`config.mk`:
```
export PLATFORM = sky130hd
export DESIGN_NAME = crosspoint_serial_control
export DESIGN_NICKNAME = d
export VERILOG_FILES = /design/src/include/crosspoint_pkg.sv /design/src/rtl/crosspoint_serial_control.sv /design/src/rtl/pin_sync.sv
export SDC_FILE = /design/constraint.sdc
export NUM_CORES = 1
export LEC_CHECK = 0
export ABC_AREA = 1
export BUFFER_PORTS_ARGS = -buffer_cell sky130_fd_sc_hd__buf_2
export CAP_MARGIN = 25
export CELL_PAD_IN_SITES_DETAIL_PLACEMENT = 1
export CELL_PAD_IN_SITES_GLOBAL_PLACEMENT = 2
export CORE_MARGIN = 2
export CORE_UTILIZATION = 30
export DETAILED_ROUTE_END_ITERATION = 16
export GPL_ROUTABILITY_DRIVEN = 0
export GPL_TIMING_DRIVEN = 0
export HOLD_SLACK_MARGIN = 0.03
export PLACE_DENSITY_LB_ADDON = 0.2
export SETUP_SLACK_MARGIN = 0.15
export SYNTH_ARGS = -nofsm -noshare
export SYNTH_HDL_FRONTEND = slang
export SYNTH_SLANG_ARGS = --single-unit
```
`constraint.sdc`:
```
create_clock -name ref_clk -period 8.2 [get_ports ref_clk]
set_input_delay 1.23 -clock ref_clk [delete_from_list [all_inputs] [get_ports ref_clk]]
set_output_delay 1.23 -clock ref_clk [all_outputs]
set_load 0.1 [all_outputs]
```
`src/include/crosspoint_pkg.sv`:
```
// constants shared by the crosspoint serial control design
package crosspoint_pkg;

  ////////////////////////////////////////////////////////////////////////////
  // matrix geometry
  localparam int NUM_OUT = 16;
  localparam int SEL_BITS = 4;
  localparam int FIELD_BITS = 6;
  localparam int MATRIX_BITS = 96;
  localparam int SINGLE_BITS = 16;
  localparam int ID_BITS = 4;

  ////////////////////////////////////////////////////////////////////////////
  // 6-bit whole-matrix field layout
  localparam int FLD_SEL_LO = 0;
  localparam int FLD_GAIN = 4;
  localparam int FLD_EN = 5;

  ////////////////////////////////////////////////////////////////////////////
  // 16-bit single-output word layout
  localparam int SW_SEL_LO = 0;
  localparam int SW_GAIN = 4;
  localparam int SW_EN = 5;
  localparam int SW_OUT_LO = 6;
  localparam int SW_ID_LO = 10;

  ////////////////////////////////////////////////////////////////////////////
  // register map, byte addresses on the wishbone port
  localparam int ADR_BITS = 8;
  localparam logic [7:0] ADR_CTRL = 8'h00;
  localparam logic [7:0] ADR_STATUS = 8'h04;
  localparam logic [7:0] ADR_SHIFT_LO = 8'h08;
  localparam logic [7:0] ADR_SHIFT_MID = 8'h0C;
  localparam logic [7:0] ADR_SHIFT_HI = 8'h10;
  localparam logic [7:0] ADR_SINGLE = 8'h14;
  localparam logic [1:0] ADR_LATCH_PAGE = 2'h1;
  localparam int CTRL_FORCE_OFF = 0;

  ////////////////////////////////////////////////////////////////////////////
  // reset values
  localparam logic [31:0] CTRL_RST = 32'h0000_0000;
  localparam logic [31:0] DATA_ZERO = 32'h0000_0000;
  // synchroniser reset: sclk, din, chain en (idle high), update (idle high), mode, strap
  localparam logic [8:0] PIN_RST = 9'h060;

endpackage

```
`src/rtl/crosspoint_serial_control.sv`:
```
// serial control logic of a 16x16 crosspoint switch with wishbone status port
`timescale 1ns/10ps
`default_nettype none

module crosspoint_serial_control
  import crosspoint_pkg::*;
(
  // clock and reset
  input wire logic ref_clk,
  input wire logic nrst,
  // wishbone slave
  input wire logic [ADR_BITS-1:0] wb_adr_i,
  input wire logic [31:0] wb_dat_i,
  input wire logic [3:0] wb_sel_i,
  input wire logic wb_we_i,
  input wire logic wb_cyc_i,
  input wire logic wb_stb_i,
  output logic [31:0] wb_dat_o,
  output logic wb_ack_o,
  // serial pins
  input wire logic shiftClock,
  input wire logic serialIn,
  input wire logic chainEnN,
  input wire logic updateN,
  input wire logic modeSelect,
  input wire logic [ID_BITS-1:0] chipStrapAddress,
  output logic serialOut,
  output logic addrMatchN,
  // matrix control latches
  output logic [NUM_OUT-1:0] outEnable,
  output logic [NUM_OUT-1:0] outGain,
  output logic [NUM_OUT*SEL_BITS-1:0] outSelect
);

  ////////////////////////////////////////////////////////////////////////////
  // pin synchronisers
  // every pin, straps included, passes two flops: the straps are static
  // in use, but a jumper moved under power must not upset the compare
  logic [8:0] pinSync;
  logic sclkSync;
  logic dinSync;
  logic chainEnNSync;
  logic updateNSync;
  logic modeSync;
  logic [ID_BITS-1:0] strapSync;

  pin_sync #(.W(9), .RST_VAL(PIN_RST)) u_pin_sync (
    .clk(ref_clk),
    .nrst(nrst),
    .din({shiftClock, serialIn, chainEnN, updateN, modeSelect, chipStrapAddress}),
    .dout(pinSync)
  );

  // unpack the synchronised pins
  assign sclkSync = pinSync[8];
  assign dinSync = pinSync[7];
  assign chainEnNSync = pinSync[6];
  assign updateNSync = pinSync[5];
  assign modeSync = pinSync[4];
  assign strapSync = pinSync[3:0];

  ////////////////////////////////////////////////////////////////////////////
  // edge detection and pin outputs
  logic sclkPrev_reg;
  logic sclkPrev_next;
  logic updPrev_reg;
  logic updPrev_next;
  logic serialOut_next;
  logic addrMatchN_next;
  logic active;
  logic sclkFall;
  logic updFall;
  logic shiftEn;
  logic idMatch;

  // link timing seen from ref_clk, counted from the pin edge:
  //   edges 1 and 2 move the pin through the synchroniser
  //   edge 3 sees sync low and history high, the shift takes place
  //   serial out settles on that same edge, the match flag on edge 3 of an update fall
  // so each link phase must last at least three ref_clk periods;
  // a faster link clock loses falling edges without any warning.
  // mode 0 pass-through is registered too, three ref_clk behind the pin.
  // the chain enable gates the detector result, not the history, so
  // the history keeps running while idle and no stale edge is taken
  // when the chain is enabled again.

  // link clock is slow against ref_clk, so edges are found by sampling
  assign active = ~chainEnNSync;
  assign sclkFall = sclkPrev_reg & ~sclkSync;
  assign updFall = updPrev_reg & ~updateNSync;
  assign shiftEn = active & updateNSync & sclkFall;

  logic [MATRIX_BITS-1:0] matrixShift_reg;
  logic [MATRIX_BITS-1:0] matrixShift_next;
  logic [SINGLE_BITS-1:0] singleShift_reg;
  logic [SINGLE_BITS-1:0] singleShift_next;

  // chip id field of the single-output word against the straps
  assign idMatch = (singleShift_reg[SW_ID_LO +: ID_BITS] == strapSync);

  // pass-through costs one ref_clk of latency since outputs are registered
  always_comb begin
    sclkPrev_next = sclkSync;
    updPrev_next = updateNSync;
    serialOut_next = serialOut;
    if (!modeSync) begin
      serialOut_next = dinSync;
    end else begin
      // top bit after any shift on this edge, so the next device takes it on the next fall
      serialOut_next = matrixShift_next[MATRIX_BITS-1];
    end
    addrMatchN_next = ~(active & ~modeSync & ~updateNSync & idMatch);
  end

  // edge history and pin outputs; the history resets to the idle pin
  // levels, so the first edge seen after reset is a real one
  always_ff @(posedge ref_clk or negedge nrst) begin
    if (!nrst) begin
      sclkPrev_reg <= 1'b0;
      updPrev_reg <= 1'b1;
      serialOut <= 1'b0;
      addrMatchN <= 1'b1;
    end else begin
      sclkPrev_reg <= sclkPrev_next;
      updPrev_reg <= updPrev_next;
      serialOut <= serialOut_next;
      addrMatchN <= addrMatchN_next;
    end
  end

  ////////////////////////////////////////////////////////////////////////////
  // shift registers and gain/select latches, kept across reset
  logic [NUM_OUT-1:0] outGain_next;
  logic [NUM_OUT*SEL_BITS-1:0] outSelect_next;
  logic [NUM_OUT-1:0] outEnable_next;
  logic [NUM_OUT-1:0] fieldEn;
  logic [NUM_OUT-1:0] fieldGain;
  logic [NUM_OUT*SEL_BITS-1:0] fieldSel;
  logic [NUM_OUT-1:0] singleHit;
  logic matrixLoad;
  logic singleLoad;
  logic forceOff;

  // loads happen once per update falling edge; holding update low does
  // not reload, and no shifting takes place while it is low
  assign matrixLoad = active & modeSync & updFall;
  assign singleLoad = active & ~modeSync & updFall & idMatch;

  // whole-matrix word, six bits per output, output 15 in the top field:
  //   [95:90] output 15 ... [5:0] output 0
  //   field bit 5 enable, bit 4 gain, bits 3..0 input select
  // single-output word:
  //   [3:0] input select, [4] gain, [5] enable,
  //   [9:6] output number, [13:10] chip id, [15:14] unused
  // both words go most significant bit first.
  // gain and select survive reset on purpose, so that one update
  // after reset can bring the old routing back with the enables.

  // per-output fields of the 96-bit word and single-word address decode
  genvar gi;
  generate
    for (gi = 0; gi < NUM_OUT; gi++) begin : g_field
      assign fieldEn[gi] = matrixShift_reg[gi*FIELD_BITS + FLD_EN];
      assign fieldGain[gi] = matrixShift_reg[gi*FIELD_BITS + FLD_GAIN];
      assign fieldSel[gi*SEL_BITS +: SEL_BITS] = matrixShift_reg[gi*FIELD_BITS + FLD_SEL_LO +: SEL_BITS];
      assign singleHit[gi] = singleLoad & (singleShift_reg[SW_OUT_LO +: SEL_BITS] == SEL_BITS'(gi));
    end
  endgenerate

  // msb first: new bit enters at bit 0, oldest leaves at the top
  always_comb begin
    matrixShift_next = matrixShift_reg;
    singleShift_next = singleShift_reg;
    outGain_next = outGain;
    outSelect_next = outSelect;
    outEnable_next = outEnable;
    if (shiftEn && modeSync) begin
      matrixShift_next = {matrixShift_reg[MATRIX_BITS-2:0], dinSync};
    end
    if (shiftEn && !modeSync) begin
      singleShift_next = {singleShift_reg[SINGLE_BITS-2:0], dinSync};
    end
    if (matrixLoad) begin
      outGain_next = fieldGain;
      outSelect_next = fieldSel;
      outEnable_next = fieldEn;
    end
    // a single-output hit never meets a matrix load: the modes differ
    for (int i = 0; i < NUM_OUT; i++) begin
      if (singleHit[i]) begin
        outGain_next[i] = singleShift_reg[SW_GAIN];
        outSelect_next[i*SEL_BITS +: SEL_BITS] = singleShift_reg[SW_SEL_LO +: SEL_BITS];
        outEnable_next[i] = singleShift_reg[SW_EN];
      end
    end
    // force-off wins over any load in the same cycle
    if (forceOff) begin
      outEnable_next = '0;
    end
  end

  // no reset here: contents survive a reset pulse
  always_ff @(posedge ref_clk) begin
    matrixShift_reg <= matrixShift_next;
    singleShift_reg <= singleShift_next;
    outGain <= outGain_next;
    outSelect <= outSelect_next;
  end

  // enables alone are cleared by reset
  // force-off acts here as well, one edge after the control write
  always_ff @(posedge ref_clk or negedge nrst) begin
    if (!nrst) begin
      outEnable <= '0;
    end else begin
      outEnable <= outEnable_next;
    end
  end

  ////////////////////////////////////////////////////////////////////////////
  // wishbone slave
  logic [31:0] ctrl_reg;
  logic [31:0] ctrl_next;
  logic ack_next;
  logic [31:0] datOut_next;
  logic [31:0] readMux;
  logic [SEL_BITS-1:0] latchIdx;
  logic [31:0] statusWord;
  logic busReq;
  logic ctrlWrite;

  assign forceOff = ctrl_reg[CTRL_FORCE_OFF];
  assign latchIdx = wb_adr_i[5:2];
  // a request is taken once; ack low marks its first cycle
  assign busReq = wb_cyc_i & wb_stb_i & ~wb_ack_o;
  // control writes need the low byte lane, the only one in use
  assign ctrlWrite = busReq & wb_we_i & wb_sel_i[0] & (wb_adr_i == ADR_CTRL);

  // register map, byte addresses:
  //   0x00 control, bit 0 holds every output disabled while set
  //   0x04 status: bit 0 match, bit 1 update low, bit 2 chain
  //        active, bit 3 mode, bits 7..4 strap address
  //   0x08, 0x0c, 0x10 whole-matrix shift register, low word first
  //   0x14 single-output shift register in bits 15..0
  //   0x40 + 4*i latch of output i: enable 5, gain 4, select 3..0
  // writes anywhere but 0x00 are dropped; holes read as zero.
  // status bits 7..1 are the synchronised pins, so they trail the pins by
  // two ref_clk periods, and bit 0 is the registered match flag; software
  // polling them never sees metastable values.

  // status word from the synchronised pins and the match flag
  always_comb begin
    statusWord = DATA_ZERO;
    statusWord[0] = ~addrMatchN;
    statusWord[1] = ~updateNSync;
    statusWord[2] = active;
    statusWord[3] = modeSync;
    statusWord[7:4] = strapSync;
  end

  // read decode; unmapped addresses answer zero
  always_comb begin
    readMux = DATA_ZERO;
    case (wb_adr_i)
      ADR_CTRL: begin
        readMux = ctrl_reg;
      end
      ADR_STATUS: begin
        readMux = statusWord;
      end
      ADR_SHIFT_LO: begin
        readMux = matrixShift_reg[31:0];
      end
      ADR_SHIFT_MID: begin
        readMux = matrixShift_reg[63:32];
      end
      ADR_SHIFT_HI: begin
        readMux = matrixShift_reg[95:64];
      end
      ADR_SINGLE: begin
        readMux = {16'h0000, singleShift_reg};
      end
      default: begin
        if (wb_adr_i[7:6] == ADR_LATCH_PAGE) begin
          readMux = {26'h000_0000, outEnable[latchIdx], outGain[latchIdx],
                     outSelect[latchIdx*SEL_BITS +: SEL_BITS]};
        end
      end
    endcase
  end

  // one wait state: ack one cycle after the request, dropped the next;
  // the master holds its request, so data taken here still stands at ack
  always_comb begin
    ack_next = busReq;
    ctrl_next = ctrl_reg;
    datOut_next = wb_dat_o;
    if (busReq) begin
      datOut_next = readMux;
    end
    if (ctrlWrite) begin
      ctrl_next = {31'h0000_0000, wb_dat_i[CTRL_FORCE_OFF]};
    end
  end

  always_ff @(posedge ref_clk or negedge nrst) begin
    if (!nrst) begin
      ctrl_reg <= CTRL_RST;
      wb_ack_o <= 1'b0;
      wb_dat_o <= DATA_ZERO;
    end else begin
      ctrl_reg <= ctrl_next;
      wb_ack_o <= ack_next;
      wb_dat_o <= datOut_next;
    end
  end

endmodule // crosspoint_serial_control
`default_nettype wire

```
`src/rtl/pin_sync.sv`:
```
// two-stage synchroniser for pin inputs
`timescale 1ns/10ps
`default_nettype none
module pin_sync #(
  parameter int W = 1,
  parameter logic [W-1:0] RST_VAL = '0
) (
  // clock and reset
  input wire logic clk,
  input wire logic nrst,
  // pin side and synchronised side
  input wire logic [W-1:0] din,
  output logic [W-1:0] dout
);

  logic [W-1:0] meta_reg;
  logic [W-1:0] meta_next;
  logic [W-1:0] sync_next;

  // first stage only feeds the second stage
  always_comb begin
    meta_next = din;
    sync_next = meta_reg;
  end

  always_ff @(posedge clk or negedge nrst) begin
    if (!nrst) begin
      meta_reg <= RST_VAL;
      dout <= RST_VAL;
    end else begin
      meta_reg <= meta_next;
      dout <= sync_next;
    end
  end

endmodule // pin_sync
`default_nettype wire

```
==> out/summary.txt, run 1 <==
Status -> finished, final reports clean
Area grow syn2layout -> 20.50%
GRT overflow -> 0
Final worst-path setup slack -> 5.325 ns
Mapped Nets -> 1246
Slowest-stage cell, CP -> nor2_2
FP Rows -> 72
Synth area leaders -> edfxtp_1 49%, dfrtp_1 14%, nand2_1 14%
GR Util All Layers -> 0.2393
Total CTS buffers -> 29
Synthesis Warnings -> 0
Asr flop ratio synth -> 0.2727
Max-slew violations -> 0
DRC viols -> 0
Power, Total -> 2.903 mW
EDFF count, synth -> 191
Root buffer cell -> clkbuf_16
Pin count of the biggest net entering global routing -> 43
FMAX -> 347.9 MHz
First-pass GRT wire length -> 69.68 mm
CP arrival -> 3.36 ns
Clk_skew -> 0.01249 ns
Clock-pin slew on the worst setup and hold paths -> 0.06 ns
Post-synth top area share -> 0.4900
Die X -> 201.5 um
WS Path Type -> input port to register
Mapped Area -> 11710 sq um
Crit path cell chain -> buf_2, nand2_1, nor2_2, clkinv_1, nor2_2, o21ai_0, nand3_1
Critical Path End -> wb_dat_o[1]
Worst skew pair latency -> 0.56 ns
CTS tree -> built
Yosys reg bits -> 264
Setup-failing EPs final -> 0
CP most frequent cell -> nor2_2
Post-DP HPWL -> 37.92 mm
Drt first pass iters -> 5
CTS resizes -> 0
Post-route ant nets -> 0
R2R cell count -> 6
Final hold vios -> 0
Leakage power -> 6.118 nW
Number of global-route vias before repair -> 9738
RSZ-0062 raised after global routing -> false
Layout cells sized above 1 -> 0.1881
Setup crit start kind -> input port
Via count -> 9611
Vias per cell -> 5.016
Worst path required time -> 8.69 ns
Final worst-path cycle share -> 0.3506
Die Y -> 201.5 um
Crit end category -> register
VDD IR max -> 138.9 uV
Sequential fraction of the synthesis area -> 0.6462
Final hold slack -> 0.3481 ns
Cell taking the most area after synthesis -> edfxtp_1
Worst slew margin -> 0.3189
Max clock buf depth -> 3
Slew @ Worst Pin -> 1.022 ns
Setup WS pre-CTS -> 4.788 ns
Io pins -> 189
Cell Pwr Density -> 205.8 nW/um^2
Number of flip-flops under the largest register name -> 96
Initial DRC count -> 905
CP max FO -> 9
Main synth FF type -> edfxtp_1
WL/cell -> 25.49 um
FF-to-FF End -> outEnable[2]
Syn Inst Count -> 1188
Diode count -> 0
TNS Setup -> 0 ns
Nets -> 1434
Most instantiated cells after synthesis -> 427 x nand2_1, 191 x edfxtp_1, 101 x o21ai_0
Worst min path class -> register to register
Unique cell type count in the Yosys netlist -> 33
Initial antenna violation count -> 0
Crit path from -> wb_cyc_i
Final wirelength -> 48.85 mm
Die ar. -> 40620 sq um
Max H-tree Level -> 1
FF-to-FF Start -> u_pin_sync.dout[5]
R2r setup slk -> 5.65 ns
IO Port Bufs -> 152
Initial Util -> 0.3036
Worst path max stage delay -> 0.63 ns
Max cap viols -> 0
Hold bufs inserted after CTS -> 0
Post-CTS Setup Repair Bufs -> 0
Minimum clock period -> 2.875 ns
CTS sink cnt -> 264
Synthesized area per cell -> 9.854 sq um
Most frequent cell after synthesis -> nand2_1
Core area -> 38560 sq um
logic make-up after synthesis:
kind of cell / after synthesis / share of synthesized area
AND/OR/NAND/NOR: 634 / 0.2348
flip-flops: 264 / 0.6462
AO/OA/AOI/OAI: 145 / 0.06584
buffers and inverters: 144 / 0.05237
XOR/XNOR: 1 / 0.0007483
routing by layer:
layer  vias up  part of all wire  routed length, um  track usage
met5         -                 0                  0            0
li1       4424                 -                  -            -
met3        53             0.059               2897      0.02672
met4         0             0.020                986      0.05436
met1      4804              0.46              22360       0.3445
met2       330              0.46              22600       0.3882
per-stage QoR:
stage	area, sq um	std cells	util
after floorplan	11710	1188	-
after global placement	13120	1858	0.3401
after detailed placement	13220	1863	0.3430
after CTS	14110	1916	0.3658
after global routing	14110	1916	0.3658
final	14110	1916	0.3658
power breakdown:
part	total [mW]	switching (mW)	leakage, nW	internal (mW)
logic	0.200	0.165	3.27	0.0355
registers	1.46	0.0136	2.41	1.44
clock network	1.25	0.547	0.435	0.699
total	2.90	0.725	6.12	2.18
worst max-delay path, delay by kind of cell:
family / cells / cell delay, ns
AND/OR/NAND/NOR: 4 / 1.17
buffers and inverters: 2 / 0.61
AO/OA/AOI/OAI: 1 / 0.33
cells in the final DEF, fill, tap and decap left out, drive strengths merged:
| master | count |
|---|---|
| nand2 | 429 |
| edfxtp | 191 |
| buf | 191 |
| o21ai | 114 |
| nand3 | 95 |
| inv | 80 |
| clkbuf | 68 |
| dfrtp | 66 |
| nand4 | 56 |
| nor2 | 50 |
| a21oi | 14 |
| clkinv | 14 |
| o211ai | 10 |
| dfstp | 6 |
| nor3 | 4 |
| o22ai | 3 |
| o221ai | 2 |
| xor2 | 1 |
| a31oi | 1 |
| a22o | 1 |
| clkinvlp | 1 |
| dfxtp | 1 |
worst min path at each step:
stage,start,to,slack [ns],depth (start not counted)
3_5_place_dp,u_pin_sync.meta_reg[0],u_pin_sync.dout[0],0.34,0
2_1_floorplan,u_pin_sync.meta_reg[0],u_pin_sync.dout[0],0.33,0
3_3_place_gp,u_pin_sync.meta_reg[4],u_pin_sync.dout[4],0.34,0
6_report,u_pin_sync.meta_reg[4],u_pin_sync.dout[4],0.35,0
5_1_grt,u_pin_sync.meta_reg[4],u_pin_sync.dout[4],0.35,0
4_1_cts,u_pin_sync.meta_reg[0],u_pin_sync.dout[0],0.35,0
area by class of cell:
| type | count | area, sq um |
|---|---|---|
| clock inverters | 10 | 51.30 |
| clock buffers | 43 | 830.8 |
| multi-input cells | 780 | 3536 |
| fillers | 4480 | 24450 |
| flip-flops and latches | 264 | 7565 |
| well taps | 518 | 648.1 |
| plain buffers | 59 | 294.0 |
| repair buffers | 157 | 862.1 |
| inverters | 85 | 319.1 |
(Power assumes the default switching activity.)
==> run 2: changes to the inputs <==
Clock period 8.2 ns to 2.7 ns, I/O delays scaled along.
==> out/summary.txt, run 2 (same netlist as run 1, synthesis figures left out) <==
R2r setup slk -> 0.27 ns
Total CTS buffers -> 29
Final wirelength -> 48.78 mm
CTS sink cnt -> 264
Leakage power -> 6.253 nW
Worst skew pair latency -> 0.55 ns
Slowest-stage cell, CP -> nor2_2
Final Non-Filler Cells -> 1927
Worst hold endpoint -> ctrl_reg[0]
Setup crit start kind -> register
Final hold vios -> 0
Post-CTS Setup Repair Bufs -> 0
Hold path start -> wb_dat_i[0]
Worst path max stage delay -> 0.59 ns
R2R cell count -> 5
Cell Pwr Density -> 647.9 nW/um^2
Die Y -> 201.5 um
CP most frequent cell -> nor2_2
Max H-tree Level -> 1
Hold depth -> 3
Worst slew margin -> 0.3308
Status -> finished, final reports clean
WL/cell -> 25.31 um
Crit path cell chain -> nor2_2, clkinv_1, nor2_2, o21ai_0, nand3_1
Pin count of the biggest net entering global routing -> 44
Commonest non-fill, non-tap cell in the layout -> nand2_1
Power, Total -> 9.327 mW
Dpl cells -> 1864
Minimum clock period -> 2.428 ns
Final worst-path cycle share -> 0.8993
Crit end category -> register
DRC viols -> 0
Vias per cell -> 4.970
Initial Util -> 0.3036
Diode count -> 0
CP arrival -> 2.91 ns
FMAX -> 411.9 MHz
Number of global-route vias before repair -> 9790
Commonest cells after routing, fill and taps aside -> 427 x nand2_1, 191 x edfxtp_1, 176 x buf_2
Post-DP HPWL -> 38.02 mm
Final hold slack -> 0.1261 ns
Via count -> 9577
Initial DRC count -> 883
RSZ-0062 raised after global routing -> false
CTS tree -> built
Setup-failing EPs final -> 0
GRT overflow -> 0
Core area -> 38560 sq um
IO Port Bufs -> 152
Die ar. -> 40620 sq um
Clock-pin slew on the worst setup and hold paths -> 0.06 ns
First-pass GRT wire length -> 70.09 mm
WS Path Type -> register to register
Post-route ant nets -> 0
Nets -> 1445
Clk_skew -> 0.01422 ns
Worst path required time -> 3.18 ns
Final worst-path setup slack -> 0.2720 ns
FP Rows -> 72
FF-to-FF End -> wb_dat_o[1]
Worst min path class -> input port to register
Root buffer cell -> clkbuf_16
Drt first pass iters -> 5
Area grow syn2layout -> 22.97%
Initial antenna violation count -> 0
Number of flip-flops under the largest register name -> 96
Max-slew violations -> 0
GR Util All Layers -> 0.2393
VDD IR max -> 418.4 uV
CP max FO -> 9
Max cap viols -> 0
FF-to-FF Start -> wb_ack_o
Die X -> 201.5 um
Max clock buf depth -> 3
Slew @ Worst Pin -> 1.004 ns
Io pins -> 189
Layout cells sized above 1 -> 0.1923
Setup WS pre-CTS -> 0.1523 ns
run 2: changes by cell type in the layout (fill, tap and decap cells not counted), moves of 4 or more:
cell	change
clkbuf_8	+5
dlygate4sd3_1	+10
clkinv_2	-4
bufinv_16	+4
clkinv_1	+4
clkbuf_1	-10
run 2: worst max-delay path by stage:
stage | startpoint | end | slack (ns) | cells after the start
global route | wb_ack_o | wb_dat_o[1] | 0.18 | 5
CTS | u_pin_sync.dout[5] | outEnable[2] | 0.17 | 6
global placement | u_pin_sync.dout[5] | serialOut | -1.41 | 5
finish | wb_ack_o | wb_dat_o[1] | 0.27 | 5
detailed placement | wb_adr_i[3] | wb_dat_o[2] | 0.15 | 11
floorplan | u_pin_sync.dout[5] | serialOut | 0.11 | 5
run 2: report_power, final:
part | switching [mW] | leakage, nW | internal (mW) | total [mW]
clock network | 1.67 | 0.509 | 2.61 | 4.28
registers | 0.0425 | 2.41 | 4.38 | 4.42
logic | 0.504 | 3.34 | 0.119 | 0.623
run 2: per-layer routing:
| metal | track usage | wire length [um] | up-vias |
|---|---|---|---|
| li1 | - | - | 4443 |
| met1 | 0.3395 | 22510 | 4797 |
| met2 | 0.3916 | 22760 | 279 |
| met3 | 0.02851 | 2435 | 58 |
| met4 | 0.05672 | 1079 | 0 |
| met5 | 0 | 0 | - |
run 2: stage by stage:
step	instance area, sq um	utilization	setup TNS, ns
2_1_floorplan	11720	-	0
3_3_place_gp	13130	0.3405	-57.86
3_5_place_dp	13260	0.3440	0
4_1_cts	14390	0.3733	0
5_1_grt	14400	0.3733	0
6_report	14400	0.3733	0
run 2: what timing repair did:
action / 4_1_cts / 5_1_grt
hold buffers: 10 / 0
endpoints found under the setup margin: 0 / 9
hold endpoints to repair: 33 / 0
resized for setup: 0 / 4
run 2: area by class of cell:
| class | count | area [sq um] |
|---|---|---|
| plain buffers | 59 | 296.5 |
| clock buffers | 40 | 869.6 |
| clock inverters | 13 | 158.9 |
| fillers | 4448 | 24160 |
| inverters | 85 | 319.1 |
| multi-input cells | 780 | 3541 |
| flip-flops and latches | 264 | 7565 |
| well taps | 518 | 648.1 |
| repair buffers | 168 | 997.2 |
run 2: worst max-delay path: cells and delay by family (launching register included):
family,cells,cell delay [ns]
and+or+nand+nor,3,1.11
buffers and inverters,1,0.53
DFF,1,0.39
AOI/OAI and AO/OA,1,0.33
